### src/pkg/timer_consts.vh
// Purpose: constants for the free-running timer with input capture
// Assumes: word-indexed Avalon-MM slave, 8-bit registers in low bits
// Notes:   offsets are register indexes; byte address is four times them
`ifndef TIMER_CONSTS_VH
`define TIMER_CONSTS_VH

// register indexes
`define OFS_CONTROL     5'h12
`define OFS_STATUS      5'h13
`define OFS_CAP_HIGH    5'h14
`define OFS_CAP_LOW     5'h15
`define OFS_CMP_HIGH    5'h16
`define OFS_CMP_LOW     5'h17
`define OFS_CNT_HIGH    5'h18
`define OFS_CNT_LOW     5'h19
`define OFS_ALT_HIGH    5'h1A
`define OFS_ALT_LOW     5'h1B
`define OFS_IRQ_STATUS  5'h1C
`define OFS_IRQ_MASK    5'h1D

// timer_control fields
`define CTL_EDGE_BIT    1
`define CTL_RESET       8'h00

// timer_status fields
`define STS_CAP_BIT     7
`define STS_OVF_BIT     5

// interrupt status / mask fields
`define IRQ_OVF_BIT     0
`define IRQ_CAP_BIT     1
`define IRQ_RESET       8'h00

// prescaler: counter advances once per this many clocks
`define PRESCALE        3'h4
`define CNT_RESET       16'h0000
`define CNT_MAX         16'hFFFF

`endif

### src/design/free_running_timer_capture.v
// Purpose: 16-bit free-running timer with coherent counter byte reads and an
//          edge-triggered input-capture latch, on an Avalon-MM slave
// Assumes: one clock clk (20 MHz), synchronous active-high reset rst;
//          address is a word index, registers sit in writedata[7:0]
// Notes:   output compare only stores its two bytes; no matching
//          register indexes on the bus:
//            0x12 timer_control   bit 1 capture_edge_select
//            0x13 timer_status    bit 7 capture_flag, bit 5 overflow
//            0x14 capture_high    0x15 capture_low
//            0x16 compare_high    0x17 compare_low
//            0x18 count_high      0x19 count_low
//            0x1A alt_count_high  0x1B alt_count_low
//            0x1C sticky interrupt status, cleared by its read
//            0x1D interrupt mask, same layout as the status
//          interrupt bits: bit 0 overflow, bit 1 capture
//          a full counter wrap takes 262144 clocks
//          software must finish every high/low pair it opens,
//          or the low byte of that pair stays frozen
//
// Chosen here: the Avalon-MM slave port.
`timescale 1ns/100ps
`include "timer_consts.vh"

module free_running_timer_capture #(
   parameter CNT_W = 16
) (
   input  wire             clk,
   input  wire             rst,
   input  wire [4:0]       address,
   input  wire             read,
   input  wire             write,
   input  wire [31:0]      writedata,
   input  wire [3:0]       byteenable,
   output reg  [31:0]      readdata,
   output reg              waitrequest,
   input  wire             capture_input_pin,
   output reg              irq
);

   // true when the bus addresses the given register index
   function hit;
      input [4:0] addr;
      input [4:0] ofs;
      begin
         hit = (addr == ofs);
      end
   endfunction

   // bus handshake: one access per request, answered after one cycle
   wire             access;
   wire             rd;
   wire             wr;
   wire             lane0;

   // timer state
   reg  [2:0]       pre_q;
   reg  [2:0]       pre_d;
   wire             tick;
   reg  [CNT_W-1:0] cnt_q;
   reg  [CNT_W-1:0] cnt_d;
   wire             wrap;

   // coherent read buffers, one per counter pair: 0 main, 1 alternate
   wire [15:0]      pair_buf_w;
   wire [1:0]       pair_lat_w;
   genvar           gp;

   // control, flags and flag-clear arming
   reg  [7:0]       ctl_q;
   reg              ovf_q;
   reg              ovf_arm_q;
   reg              capf_q;
   reg              capf_arm_q;
   reg              cap_hold_q;

   // capture latch, deliberately without reset
   reg  [CNT_W-1:0] cap_q;

   // compare bytes, stored only
   reg  [7:0]       cmp_hi_q;
   reg  [7:0]       cmp_lo_q;

   // interrupt status and mask
   reg  [7:0]       irq_sts_q;
   reg  [7:0]       irq_sts_d;
   reg  [7:0]       irq_msk_q;

   // pin synchroniser, three stages
   reg              pin_s1_q;
   reg              pin_s2_q;
   reg              pin_s3_q;
   // last level that stages two and three agreed on
   reg              pin_lvl_q;
   wire             pin_rise;
   wire             pin_fall;
   wire             cap_edge;

   // read-data mux
   reg  [7:0]       rdata_d;
   wire [7:0]       status_v;

   // bus decode
   assign access = (read | write) & waitrequest;
   assign rd     = read & waitrequest;
   assign wr     = write & waitrequest;
   assign lane0  = byteenable[0];

   // prescaler: fixed divide by four ahead of the counter
   always @* begin
      if (pre_q == `PRESCALE - 3'h1) begin
         pre_d = 3'h0;
      end else begin
         pre_d = pre_q + 3'h1;
      end
   end
   assign tick = (pre_q == `PRESCALE - 3'h1);

   // counter only counts; no bus path ever loads it
   always @* begin
      if (tick) begin
         cnt_d = cnt_q + {{(CNT_W-1){1'b0}}, 1'b1};
      end else begin
         cnt_d = cnt_q;
      end
   end
   assign wrap = tick & (cnt_q == `CNT_MAX);

   always @(posedge clk) begin
      if (rst) begin
         pre_q <= 3'h0;
         cnt_q <= `CNT_RESET;
      end else begin
         pre_q <= pre_d;
         cnt_q <= cnt_d;
      end
   end

   // capture pin: three stages; a level counts once stages two and
   // three agree, so a metastable first stage never makes an edge;
   // the level resets low, so a pin held high through reset gives
   // one rising edge after release
   always @(posedge clk) begin
      if (rst) begin
         pin_s1_q  <= 1'b0;
         pin_s2_q  <= 1'b0;
         pin_s3_q  <= 1'b0;
         pin_lvl_q <= 1'b0;
      end else begin
         pin_s1_q <= capture_input_pin;
         pin_s2_q <= pin_s1_q;
         pin_s3_q <= pin_s2_q;
         if (pin_s2_q == pin_s3_q) begin
            pin_lvl_q <= pin_s3_q;
         end
      end
   end
   // an edge is an agreed level that differs from the last one
   assign pin_rise = pin_s2_q & pin_s3_q & ~pin_lvl_q;
   assign pin_fall = ~pin_s2_q & ~pin_s3_q & pin_lvl_q;
   // edge select bit: 1 rising, 0 falling
   assign cap_edge = ctl_q[`CTL_EDGE_BIT] ? pin_rise : pin_fall;

   // capture latch: loads on every selected edge unless a high-byte read holds it
   always @(posedge clk) begin
      if (cap_edge && !cap_hold_q) begin
         cap_q <= cnt_q;
      end
   end

   // a capture high read freezes the latch until its low byte is read or written
   always @(posedge clk) begin
      if (rst) begin
         cap_hold_q <= 1'b0;
      end else if (rd && hit(address, `OFS_CAP_HIGH)) begin
         cap_hold_q <= 1'b1;
      end else if (access && hit(address, `OFS_CAP_LOW)) begin
         cap_hold_q <= 1'b0;
      end
   end

   // pair buffers: first high read freezes the low byte; separate
   // state per pair so a plain alternate read never opens the main one
   generate
      for (gp = 0; gp < 2; gp = gp + 1) begin : g_pair
         reg  [7:0] buf_q;
         reg        lat_q;
         wire [4:0] hi_ofs;
         assign hi_ofs = (gp == 0) ? `OFS_CNT_HIGH : `OFS_ALT_HIGH;
         always @(posedge clk) begin
            if (rst) begin
               lat_q <= 1'b0;
               buf_q <= 8'h00;
            end else if (rd && hit(address, hi_ofs)) begin
               if (!lat_q) begin
                  buf_q <= cnt_q[7:0];
               end
               lat_q <= 1'b1;
            end else if (rd && hit(address, hi_ofs + 5'h01)) begin
               lat_q <= 1'b0;
            end
         end
         assign pair_buf_w[gp*8 +: 8] = buf_q;
         assign pair_lat_w[gp]        = lat_q;
      end
   endgenerate

   // overflow flag: status read with flag set arms, main low read clears;
   // alternate reads never touch it, so they suit plain time reads
   always @(posedge clk) begin
      if (rst) begin
         ovf_q     <= 1'b0;
         ovf_arm_q <= 1'b0;
      end else begin
         if (wrap) begin
            ovf_q <= 1'b1;
         end else if (ovf_arm_q && rd && hit(address, `OFS_CNT_LOW)) begin
            ovf_q <= 1'b0;
         end
         if (rd && hit(address, `OFS_STATUS) && ovf_q) begin
            ovf_arm_q <= 1'b1;
         end else if (rd && hit(address, `OFS_CNT_LOW)) begin
            ovf_arm_q <= 1'b0;
         end
      end
   end

   // capture flag: set wins over the status-then-low-byte clear
   always @(posedge clk) begin
      if (rst) begin
         capf_q     <= 1'b0;
         capf_arm_q <= 1'b0;
      end else begin
         if (cap_edge && !cap_hold_q) begin
            capf_q <= 1'b1;
         end else if (capf_arm_q && access
                      && hit(address, `OFS_CAP_LOW)) begin
            capf_q <= 1'b0;
         end
         if (rd && hit(address, `OFS_STATUS) && capf_q) begin
            capf_arm_q <= 1'b1;
         end else if (access && hit(address, `OFS_CAP_LOW)) begin
            capf_arm_q <= 1'b0;
         end
      end
   end

   // timer_control; counter and status writes reach no register
   always @(posedge clk) begin
      if (rst) begin
         ctl_q <= `CTL_RESET;
      end else if (wr && lane0 && hit(address, `OFS_CONTROL)) begin
         ctl_q <= writedata[7:0];
      end
   end

   // interrupt mask, same layout as the sticky status
   always @(posedge clk) begin
      if (rst) begin
         irq_msk_q <= `IRQ_RESET;
      end else if (wr && lane0 && hit(address, `OFS_IRQ_MASK)) begin
         irq_msk_q <= writedata[7:0];
      end
   end

   // compare high byte: storage only, no matching behind it
   always @(posedge clk) begin
      if (rst) begin
         cmp_hi_q <= 8'h00;
      end else if (wr && lane0 && hit(address, `OFS_CMP_HIGH)) begin
         cmp_hi_q <= writedata[7:0];
      end
   end

   // compare low byte: storage only
   always @(posedge clk) begin
      if (rst) begin
         cmp_lo_q <= 8'h00;
      end else if (wr && lane0 && hit(address, `OFS_CMP_LOW)) begin
         cmp_lo_q <= writedata[7:0];
      end
   end

   // sticky interrupt status: a read clears, a new event wins
   always @* begin
      irq_sts_d = irq_sts_q;
      if (rd && hit(address, `OFS_IRQ_STATUS)) begin
         irq_sts_d = 8'h00;
      end
      if (wrap) begin
         irq_sts_d[`IRQ_OVF_BIT] = 1'b1;
      end
      if (cap_edge && !cap_hold_q) begin
         irq_sts_d[`IRQ_CAP_BIT] = 1'b1;
      end
   end

   always @(posedge clk) begin
      if (rst) begin
         irq_sts_q <= `IRQ_RESET;
         irq       <= 1'b0;
      end else begin
         irq_sts_q <= irq_sts_d;
         irq       <= |(irq_sts_d & irq_msk_q);
      end
   end

   // timer status view
   assign status_v = {capf_q, 1'b0, ovf_q, 5'h00};

   // read mux; counter low bytes return the buffer while a sequence is open
   always @* begin
      case (address)
         `OFS_CONTROL:    rdata_d = ctl_q;
         `OFS_STATUS:     rdata_d = status_v;
         `OFS_CAP_HIGH:   rdata_d = cap_q[15:8];
         `OFS_CAP_LOW:    rdata_d = cap_q[7:0];
         `OFS_CMP_HIGH:   rdata_d = cmp_hi_q;
         `OFS_CMP_LOW:    rdata_d = cmp_lo_q;
         `OFS_CNT_HIGH:   rdata_d = cnt_q[15:8];
         `OFS_CNT_LOW:
            rdata_d = pair_lat_w[0] ? pair_buf_w[7:0] : cnt_q[7:0];
         `OFS_ALT_HIGH:   rdata_d = cnt_q[15:8];
         `OFS_ALT_LOW:
            rdata_d = pair_lat_w[1] ? pair_buf_w[15:8] : cnt_q[7:0];
         `OFS_IRQ_STATUS: rdata_d = irq_sts_q;
         `OFS_IRQ_MASK:   rdata_d = irq_msk_q;
         default:         rdata_d = 8'h00;
      endcase
   end

   // handshake: waitrequest drops for exactly one cycle per request;
   // all side effects fire once, at the edge that drops it
   always @(posedge clk) begin
      if (rst) begin
         waitrequest <= 1'b1;
         readdata    <= 32'h00000000;
      end else if (access) begin
         waitrequest <= 1'b0;
         if (read) begin
            readdata <= {24'h000000, rdata_d};
         end
      end else begin
         waitrequest <= 1'b1;
      end
   end

endmodule // free_running_timer_capture

### config.mk
export PLATFORM = sky130hd
export DESIGN_NAME = free_running_timer_capture
export DESIGN_NICKNAME = d
export VERILOG_FILES = /design/src/design/free_running_timer_capture.v
export VERILOG_INCLUDE_DIRS = /design/src /design/src/pkg
export SDC_FILE = /design/constraint.sdc
export NUM_CORES = 1
export LEC_CHECK = 0
export BUFFER_PORTS_ARGS = -buffer_cell sky130_fd_sc_hd__buf_2
export CAP_MARGIN = 20
export CORE_MARGIN = 3
export CORE_UTILIZATION = 30
export CTS_CLUSTER_SIZE = 30
export DETAILED_ROUTE_END_ITERATION = 8
export MAX_ROUTING_LAYER = met4
export REMOVE_ABC_BUFFERS = 1
export SLEW_MARGIN = 25
export SYNTH_ARGS = -nofsm -noshare
export SYNTH_HDL_FRONTEND = slang
export SYNTH_SLANG_ARGS = --single-unit
### constraint.sdc
create_clock -name clk -period 5.6 [get_ports clk]
set_input_delay 1.12 -clock clk [delete_from_list [all_inputs] [get_ports clk]]
set_output_delay 1.12 -clock clk [all_outputs]
set_load 0.05 [all_outputs]
==> metrics.yaml, run 1 <==
grt_usage_pct: 14.7
grt_start_max_net_pins: 87
io_pins: 80
p_leak_nw: 2.20
ys_warn_count: 0
antenna_cells: 0
min_path_type: "register to register"
synthDistinctLibCells: 54
cp_max_fo: 33
regToRegEndpoint: "irq$_SDFF_PP0_"
die_h_um: 139
clk_latency_ns: 0.36
drcViolationCount: 0
vias_per_cell: 5.25
finalCritPeriodShare_pct: 53.4
power_w: 0.00161
cp-endpoint: "readdata[4]$_SDFFE_PP0P_"
gp_congestion: 0.828
drtIter0Drc: 435
critPathCaptureType: "register"
syn_inst: 536
fin_worst_skew_ns: 0.00848
crit_type: "input pin to register"
ant_nets: 0
cpMaxStageDelayCell: "a2111oi_0"
finalSetupTns_ns: 0
wl_per_cell_um: 18.2
hold_viol_final: 0
syn_avg_cell_area_sq_um: 9.89
synth.ff_latch_count: 112
cts_tree: "yes"
crit_cells: 5
wirelength_um: 13900
ys_top_cells_by_area: "dfxtp_1, mux2i_1, edfxtp_1"
synth_area_sq_um: 5300
via_count: 4006
min_period_ns: 2.99
worstPathCellList: "buf_2 > and4b_1 > and3_1 > a2111oi_0 > a211oi_1"
hold_ws_ns: 0.441
dr_wl_met3_um: 802
top_layer: "met4"
post-cts-setup-buffer-count: 0
cp.buffers_inverters: 1
grt_pass1_wl_um: 22200
cp_data_arrival_time_ns: 3.19
die_w_um: 139
wl_met2_um: 6570
max_freq_mhz: 334
dp.final_hpwl_um: 9520
rows: 47
cpLargestDelayFamily: "compound AO/OA/AOI/OAI gates"
clk_pin_slew_ns: 0.07
clock_sinks: 112
synth_top_area_cell: "dfxtp_1"
nets: 589
cts_root_buf: "clkbuf_16"
hold_buffers: 0
relSlewSlack_pct: 37.2
rsz0062_at_grt: "false"
worst_pin_slew_ns: 0.935
cts_max_level: 3
dieArea_sq_um: 19300
setup_viol: 0
ys_seq_area_share_pct: 45.3
placeableCoreArea_sq_um: 16900
maxSlewViolCount: 0
area_growth_pct: 9.47
ctsLongestPathBuffers: 2
ir_worst_vdd_mv: 0.167
grt_pass1_vias: 3897
cts_buffers: 9
maxCapViolCount: 0
cp-start-kind: "input pin"
wl_met1_um: 6300
first_pass_iters: 6
start_util_pct: 31.3
cts_resized: 0
grt-ovfl-total: 0
power_density_nw_per_um2: 278
startpoint: "address[3]"
rrSetupSlack_ns: 3.25
outcome: "complete, no violations"
max_stage_delay_ns: 0.69
r2r_cells: 6
worstReg2RegStart: "pre_q[0]$_SDFF_PP0_"
synth_edf_count: 16
io_buffers: 28
drive_gt1_share_pct: 11.8
grt_antenna_before_repair: 0
synth-main-ff-cell: "dfxtp_1"
worst_ep_required_time_ns: 5.80
ys_async_sr_fraction_pct: 0
synth_top_area_share_pct: 36.3
[synthesized netlist by cell type (all sizes together), types with 12 or more instances]
cell and number:
a21oi 12, and3 13, buf 41, clkbuf 22
dfxtp 96, edfxtp 16, mux2 14, mux2i 65
nor2 78, nor3 15, nor3b 12
[sequential cells by signal, summed over array words and instances, names as in the netlist]
| signal | count |
|---|---|
| cap_hold_q | 1 |
| pin_s2_q | 1 |
| waitrequest | 1 |
| ctl_q | 8 |
| cmp_hi_q | 8 |
| cmp_lo_q | 8 |
| readdata | 8 |
| capf_q | 1 |
| cap_q | 16 |
| capf_arm_q | 1 |
| ovf_q | 1 |
| irq_sts_q | 8 |
| pin_s1_q | 1 |
| pin_lvl_q | 1 |
| pin_s3_q | 1 |
| irq | 1 |
| ovf_arm_q | 1 |
| g_pair.lat_q | 2 |
| pre_q | 3 |
| cnt_q | 16 |
| irq_msk_q | 8 |
| g_pair.buf_q | 16 |
[placed cells by master (no fill, tap or decap), types with 11 or more instances in the layout]
cell type and count:
a21oi_1 11, conb_1 24, nor3_1 13, a22oi_1 11, and3_1 13, nor3b_1 12
mux2_2 12, edfxtp_1 16, nor2_1 78, buf_2 28, dfxtp_1 96, mux2i_1 65
[metal layers]
layer / GRT usage, % / vias to the layer above
li1: - / 1885
met5: - / -
met4: 4.53 / 0
met1: 19.4 / 1964
met2: 22.7 / 136
met3: 3.41 / 21
[cell families after synthesis]
| family | after synthesis | share of synthesized area (%) |
|---|---|---|
| and+or+nand+nor | 184 | 19.2 |
| buffers and inverters | 73 | 7.27 |
| xor gates and xnor gates | 12 | 1.98 |
| adders and majority gates | 5 | 1.18 |
| other | 1 | 0.0708 |
| muxes | 80 | 15.7 |
| AOI/OAI and AO/OA | 69 | 9.26 |
| DFF | 112 | 45.3 |
[cell type report]
class / count / area (sq um)
clock inverter: 1 / 5.00
multi-input combinational: 374 / 2610
fill: 1721 / 11100
tap: 220 / 275
sequential: 112 / 2400
inverter: 10 / 37.5
clock buffer: 15 / 309
timing repair buffer: 31 / 163
[worst register-to-register path: stages, from the launching register on]
cell      delay, ns
dfxtp_1        0.35
ha_1           0.16
ha_1           0.35
nand3_1        0.38
nor3_1         0.40
a22oi_1        0.17
o311ai_0       0.41
[worst min path at each step]
stage	from	to	slack, ns	cells after the start
after global routing	pin_s1_q$_SDFF_PP0_	pin_s2_q$_SDFF_PP0_	0.47	1
after floorplan	pre_q[0]$_SDFF_PP0_	pre_q[0]$_SDFF_PP0_	0.40	1
final	pin_s1_q$_SDFF_PP0_	pin_s2_q$_SDFF_PP0_	0.44	1
after CTS	pin_s1_q$_SDFF_PP0_	pin_s2_q$_SDFF_PP0_	0.45	1
after global placement	pre_q[0]$_SDFF_PP0_	pre_q[0]$_SDFF_PP0_	0.41	1
after detailed placement	pin_s1_q$_SDFF_PP0_	pin_s2_q$_SDFF_PP0_	0.43	1
[stage by stage]
step	utilization (%)	std cells	setup slack, ns	area (sq um)
6_report	34.2	763	2.61	5800
3_3_place_gp	32.4	747	2.37	5480
5_1_grt	34.2	763	2.56	5800
2_1_floorplan	-	496	3.16	5040
3_5_place_dp	32.4	747	2.33	5490
4_1_cts	34.2	763	2.68	5800
[power by group]
part           switching, W  internal (W)
logic             0.0000937     0.0000260
registers        0.00000639      0.000820
clock network      0.000288      0.000378
(Power assumes the default switching activity.)
==> run 2: changes to the inputs <==
ABC_AREA = 1   (was not set)
clock period = 2.9 ns   (was 5.6 ns; I/O delays follow)
==> metrics.yaml, run 2 <==
rsz0062_at_grt: "false"
synthDistinctLibCells: 30  # -44%
die_w_um: 139  # +0.15%
fin_worst_skew_ns: 0.00814  # -0.000346 ns
outcome: "complete, no violations"
post-cts-setup-buffer-count: 0  # unchanged
min_period_ns: 1.97
first_pass_iters: 6  # unchanged
cts_root_buf: "clkbuf_16"
finalCritPeriodShare_pct: 67.8
die_h_um: 139  # +0.15%
synth.ff_latch_count: 112  # unchanged
cp.buffers_inverters: 0  # -1
grt_util_met3_pct: 3.03  # -0.38 points
dp.cells: 978  # +31%
wl_per_cell_um: 14.2  # -22%
max_freq_mhz: 508
rrSetupSlack_ns: 0.93  # -2.32 ns
synth-simple-area-share_pct: 33.1  # +14 points
drive_gt1_share_pct: 9.62  # -2.2 points
worstPathCellList: "ha_1 > ha_1 > nand2_1 > nor2_2 > nand4_1 > nor2_1 > nand3_1 > o21ai_0 > nor2_1"
hold_depth: 2  # +1
finalSetupTns_ns: 0  # unchanged
hold_buffers: 0  # unchanged
synth_edf_count: 16  # unchanged
synth_top_family_by_area: "simple AND/OR/NAND/NOR gates"
p_leak_nw: 2.48  # +13%
crit_cells: 9  # +4
ys_top_cells_by_area: "dfxtp_1, nand2_1, edfxtp_1"
cts_tree: "yes"
critPathCaptureType: "register"
grt_usage_pct: 14.9  # +0.18 points
maxCapViolCount: 0  # unchanged
crit_type: "register to register"
dp.final_hpwl_um: 10400  # +9.1%
io_pins: 80  # unchanged
yosysMostFrequentCell: "nand2_1"
synth_top_area_cell: "dfxtp_1"
rows: 48  # +2.1%
synth.area.mux_share_pct: 0  # -16 points
cp-start-kind: "register"
ant_nets: 0  # unchanged
final_cell_mix: "nand2_1, nor2_1, dfxtp_1"
ys_top_cells_by_count: "nand2_1, nor2_1, dfxtp_1"
vias_per_cell: 4.66  # -11%
placeableCoreArea_sq_um: 17300  # +2.1%
grt_pass1_vias: 4082  # +4.7%
cpMaxStageDelayCell: "ha_1"
dieArea_sq_um: 19400  # +0.30%
synth_adder_area_share_pct: 1.18  # -0.0036 points
synth_area_sq_um: 5320  # +0.31%
ys_async_sr_fraction_pct: 0  # unchanged
layout_commonest_cell: "nand2_1"
worst_ep_required_time_ns: 3.15  # -2.65 ns
fin_cells: 994  # +30%
synth-main-ff-cell: "dfxtp_1"
nets: 815  # +38%
relSlewSlack_pct: 59.1  # +22 points
syn_avg_cell_area_sq_um: 7.12  # -28%
ir_worst_vdd_mv: 0.516  # +210%
gp_congestion: 0.912  # +10%
fin_util_pct: 34.0  # -0.24 points
start_util_pct: 30.7  # -0.56 points
clk_pin_slew_ns: 0.07  # about the same
drcViolationCount: 0  # unchanged
r2r_cells: 9  # +3
drtIter0Drc: 417  # -4.1%
grt_antenna_before_repair: 0  # unchanged
cts_resized: 0  # unchanged
cts_buffers: 9  # unchanged
max_stage_delay_ns: 0.35  # -0.34 ns
worst_pin_slew_ns: 0.612  # -0.322 ns
via_count: 4628  # +16%
antenna_cells: 0  # unchanged
area_growth_pct: 10.7
clk_latency_ns: 0.36  # about the same
min_path_type: "register to register"
setup_viol: 0  # unchanged
synth_xor_area_share_pct: 0.330  # -1.7 points
ctsLongestPathBuffers: 2  # unchanged
synth_top_area_share_pct: 36.2  # -0.11 points
ys_warn_count: 0  # unchanged
grt-ovfl-total: 0  # unchanged
io_buffers: 28  # unchanged
hold_viol_final: 0  # unchanged
synth_compound_area_share_pct: 10.3  # +1.1 points
grtUsageMet1_pct: 20.3  # +0.87 points
top_regs: "cap_q (16), cnt_q (16), g_pair.buf_q (16)"
power_density_nw_per_um2: 545  # +96%
hold_ws_ns: 0.406  # -0.0350 ns
grt_pass1_wl_um: 22200  # +0.34%
busiest_layer: "met2"
clock_sinks: 112  # unchanged
cp_max_fo: 10  # -70%
cts_max_level: 3  # unchanged
cp_data_arrival_time_ns: 2.22  # -0.97 ns
cpLargestDelayFamily: "simple AND/OR/NAND/NOR gates"
syn_inst: 746  # +39%
wirelength_um: 14100  # +1.7%
met2_usage_pct: 22.7  # unchanged
power_w: 0.00321  # +99%
grt_start_max_net_pins: 54  # -38%
maxSlewViolCount: 0  # unchanged
ys_seq_area_share_pct: 45.2  # -0.14 points
[run 2: changes by cell type in the layout (fill, tap and decap cells not counted), moves of 35 or more]
cell     delta
nand2_1   +184
mux2i_1    -65
nand3_1    +57
inv_1      +38
o21ai_0    +38
a21oi_1    +35
nor2_1     +35
[run 2: final cells by class]
type                            count  area [sq um]
Tap cell                          225           282
Fill cell                        1861         11400
Clock inverter                      5          80.1
Sequential cell                   112          2400
Multi-Input combinational cell    551          2480
Clock buffer                       11           243
Inverter                           55           206
Timing Repair Buffer               35           193
[run 2: per-layer routing]
metal / up-vias / part of all wire (%) / routed length [um]
met4: 0 / 1.4 / 204
met5: - / 0 / 0
met3: 16 / 4.7 / 659
met1: 2099 / 49 / 6970
li1: 2415 / - / -
met2: 98 / 45 / 6280
[run 2: path summary, 6_finish.rpt]
kind | to | from
setup / recovery | cnt_q[15]$_SDFFE_PP0P_ | pre_q[0]$_SDFF_PP0_
hold / removal | pin_s2_q$_SDFF_PP0_ | pin_s1_q$_SDFF_PP0_
setup reg to reg | cnt_q[15]$_SDFFE_PP0P_ | pre_q[0]$_SDFF_PP0_
hold reg to reg | pin_s2_q$_SDFF_PP0_ | pin_s1_q$_SDFF_PP0_
[run 2: logic make-up after synthesis]
kind of cell,after synthesis
compound gates,106
fa+ha+maj,5
xor+xnor,2
simple gates,414
other cells,1
buf+inv,106
flops,112
[run 2: worst register-to-register path, delay by kind of cell, from the launching register on]
family | cells | cell delay (ns)
flops | 1 | 0.33
compound gates | 1 | 0.17
simple gates | 6 | 0.85
fa+ha+maj | 2 | 0.50
[run 2: metrics by stage]
stage                     setup WS (ns)  cell area [sq um]
after floorplan                   0.917               5090
after global placement            0.681               5560
after detailed placement          0.663               5560
after CTS                         0.922               5880
after global routing              0.663               5880
final                             0.933               5880
[run 2: power by group]
part           internal [W]  switching (W)  total, W
clock              0.000780       0.000572   0.00135
combinational     0.0000456       0.000200  0.000245
sequential          0.00159      0.0000143   0.00161
total               0.00242       0.000786   0.00321
==> run 3: changes to the inputs <==
clock period = 2.03 ns   (was 2.9 ns; I/O delays follow)
==> metrics.yaml, run 3 (synthesis results as in run 2) <==
hold_ws_ns: 0.259  # -0.147 ns
ant_nets: 0  # unchanged
hold_viol_final: 0  # unchanged
cp-endpoint: "irq$_SDFF_PP0_"
io_buffers: 28  # unchanged
maxSlewViolCount: 0  # unchanged
outcome: "complete, no violations"
min_period_ns: 1.79  # -0.181 ns
crit_type: "register to register"
finalCritPeriodShare_pct: 88.0  # +20 points
ctsLongestPathBuffers: 2  # unchanged
via_count: 4680  # +1.1%
worst_pin_slew_ns: 0.503  # -0.109 ns
cts_max_level: 3  # unchanged
power_density_nw_per_um2: 755  # +39%
grt-ovfl-total: 0  # unchanged
fin_worst_skew_ns: 0.00753  # -0.000603 ns
grt_pass1_wl_um: 23200  # +4.2%
setup_viol: 0  # unchanged
first_pass_iters: 5  # -1
wirelength_um: 14300  # +1.1%
final_cell_mix: "nand2_1, nor2_1, dfxtp_1"
worstReg2RegStart: "cnt_q[1]$_SDFFE_PP0P_"
cp-start-kind: "register"
rows: 48  # unchanged
antenna_cells: 0  # unchanged
cp_data_arrival_time_ns: 2.10  # -0.12 ns
io_pins: 80  # unchanged
drive_gt1_share_pct: 11.0  # +1.4 points
drtIter0Drc: 391  # -6.2%
clock_sinks: 112  # unchanged
ir_worst_vdd_mv: 0.680  # +32%
vias_per_cell: 4.66  # +0.12%
nets: 825  # +1.2%
cts_tree: "yes"
clk_latency_ns: 0.36  # about the same
area_growth_pct: 12.0
maxCapViolCount: 0  # unchanged
layout_commonest_cell: "nand2_1"
p_leak_nw: 2.53  # +1.9%
rrSetupSlack_ns: 0.24  # -0.69 ns
clk_pin_slew_ns: 0.08  # about the same
die_h_um: 139  # unchanged
drcViolationCount: 0  # unchanged
start_util_pct: 30.7  # unchanged
cts_buffers: 9  # unchanged
critPathCaptureType: "register"
gp_congestion: 0.954  # +4.6%
hold_buffers: 0  # unchanged
top_regs: "cap_q (16), cnt_q (16), g_pair.buf_q (16)"
r2r_cells: 9  # unchanged
cts_root_buf: "clkbuf_16"
n_fill_cell: 1870  # +0.48%
finalSetupTns_ns: 0  # unchanged
grt_start_max_net_pins: 54  # unchanged
die_w_um: 139  # unchanged
post-cts-setup-buffer-count: 0  # unchanged
startpoint: "cnt_q[1]$_SDFFE_PP0P_"
grt_usage_pct: 15.4  # +0.48 points
dieArea_sq_um: 19400  # unchanged
relSlewSlack_pct: 66.5  # +7.3 points
cp_max_fo: 7  # -3
wl_per_cell_um: 14.2  # about the same
min_path_type: "input pin to register"
regToRegEndpoint: "irq$_SDFF_PP0_"
grt_antenna_before_repair: 0  # unchanged
placeableCoreArea_sq_um: 17300  # unchanged
cts_resized: 0  # unchanged
grt_pass1_vias: 4321  # +5.9%
max_freq_mhz: 560  # +10%
worst_ep_required_time_ns: 2.34  # -0.81 ns
rsz0062_at_grt: "false"
dp.final_hpwl_um: 10500  # +1.3%
[run 3: worst min path at each step]
stage | startpoint | to | cells after the start
5_1_grt | capture_input_pin | pin_s1_q$_SDFF_PP0_ | 3
4_1_cts | capture_input_pin | pin_s1_q$_SDFF_PP0_ | 3
3_3_place_gp | pin_s1_q$_SDFF_PP0_ | pin_s2_q$_SDFF_PP0_ | 2
2_1_floorplan | pin_s1_q$_SDFF_PP0_ | pin_s2_q$_SDFF_PP0_ | 2
3_5_place_dp | pin_s1_q$_SDFF_PP0_ | pin_s2_q$_SDFF_PP0_ | 2
6_report | capture_input_pin | pin_s1_q$_SDFF_PP0_ | 3
[run 3: area by class of cell]
cell class / count / area, sq um / area share (%)
clock buffer: 10 / 239 / 4.01
clock inverter: 6 / 67.6 / 1.13
inverter: 55 / 206 / 3.47
multi-input combinational: 551 / 2480 / 41.6
sequential: 112 / 2400 / 40.3
tap: 225 / 282 / 4.73
timing repair buffer: 45 / 280 / 4.71
[run 3: power by group]
part / switching (W) / total [W] / internal [W]
combinational: 0.000287 / 0.000362 / 0.0000745
clock: 0.000842 / 0.00184 / 0.000996
sequential: 0.0000191 / 0.00230 / 0.00228
total: 0.00115 / 0.00450 / 0.00335
[run 3: metal layers]
metal / global-route usage, % / share of wire, % / vias to the layer above
li1: - / - / 2431
met1: 20.8 / 47 / 2118
met2: 23.6 / 45 / 120
met3: 3.83 / 5.9 / 11
met4: 3.30 / 1.4 / 0
met5: - / 0 / -
[run 3: critical path, cell delays in order (launching register included)]
cell and delay [ns]:
dfxtp_1 0.47, ha_1 0.30, nand3_1 0.10, nor2_1 0.21, nand3_1 0.26, nand2_1 0.14, nand2_1 0.05, nand3_1 0.09
nand2_1 0.05, inv_1 0.06
[run 3: per-stage QoR]
step | setup slack [ns] | cells | power (W) | utilization, % | cell area, sq um
floorplan | 0.0466 | 718 | 0.00258 | - | 5090
global route | 0.00551 | 1004 | 0.00466 | 34.4 | 5950
finish | 0.244 | 1004 | 0.00450 | 34.4 | 5950
global placement | 0.196 | 988 | 0.00271 | 32.7 | 5650
detailed placement | 0.147 | 988 | 0.00271 | 32.7 | 5650
CTS | 0.207 | 1004 | 0.00454 | 34.4 | 5950
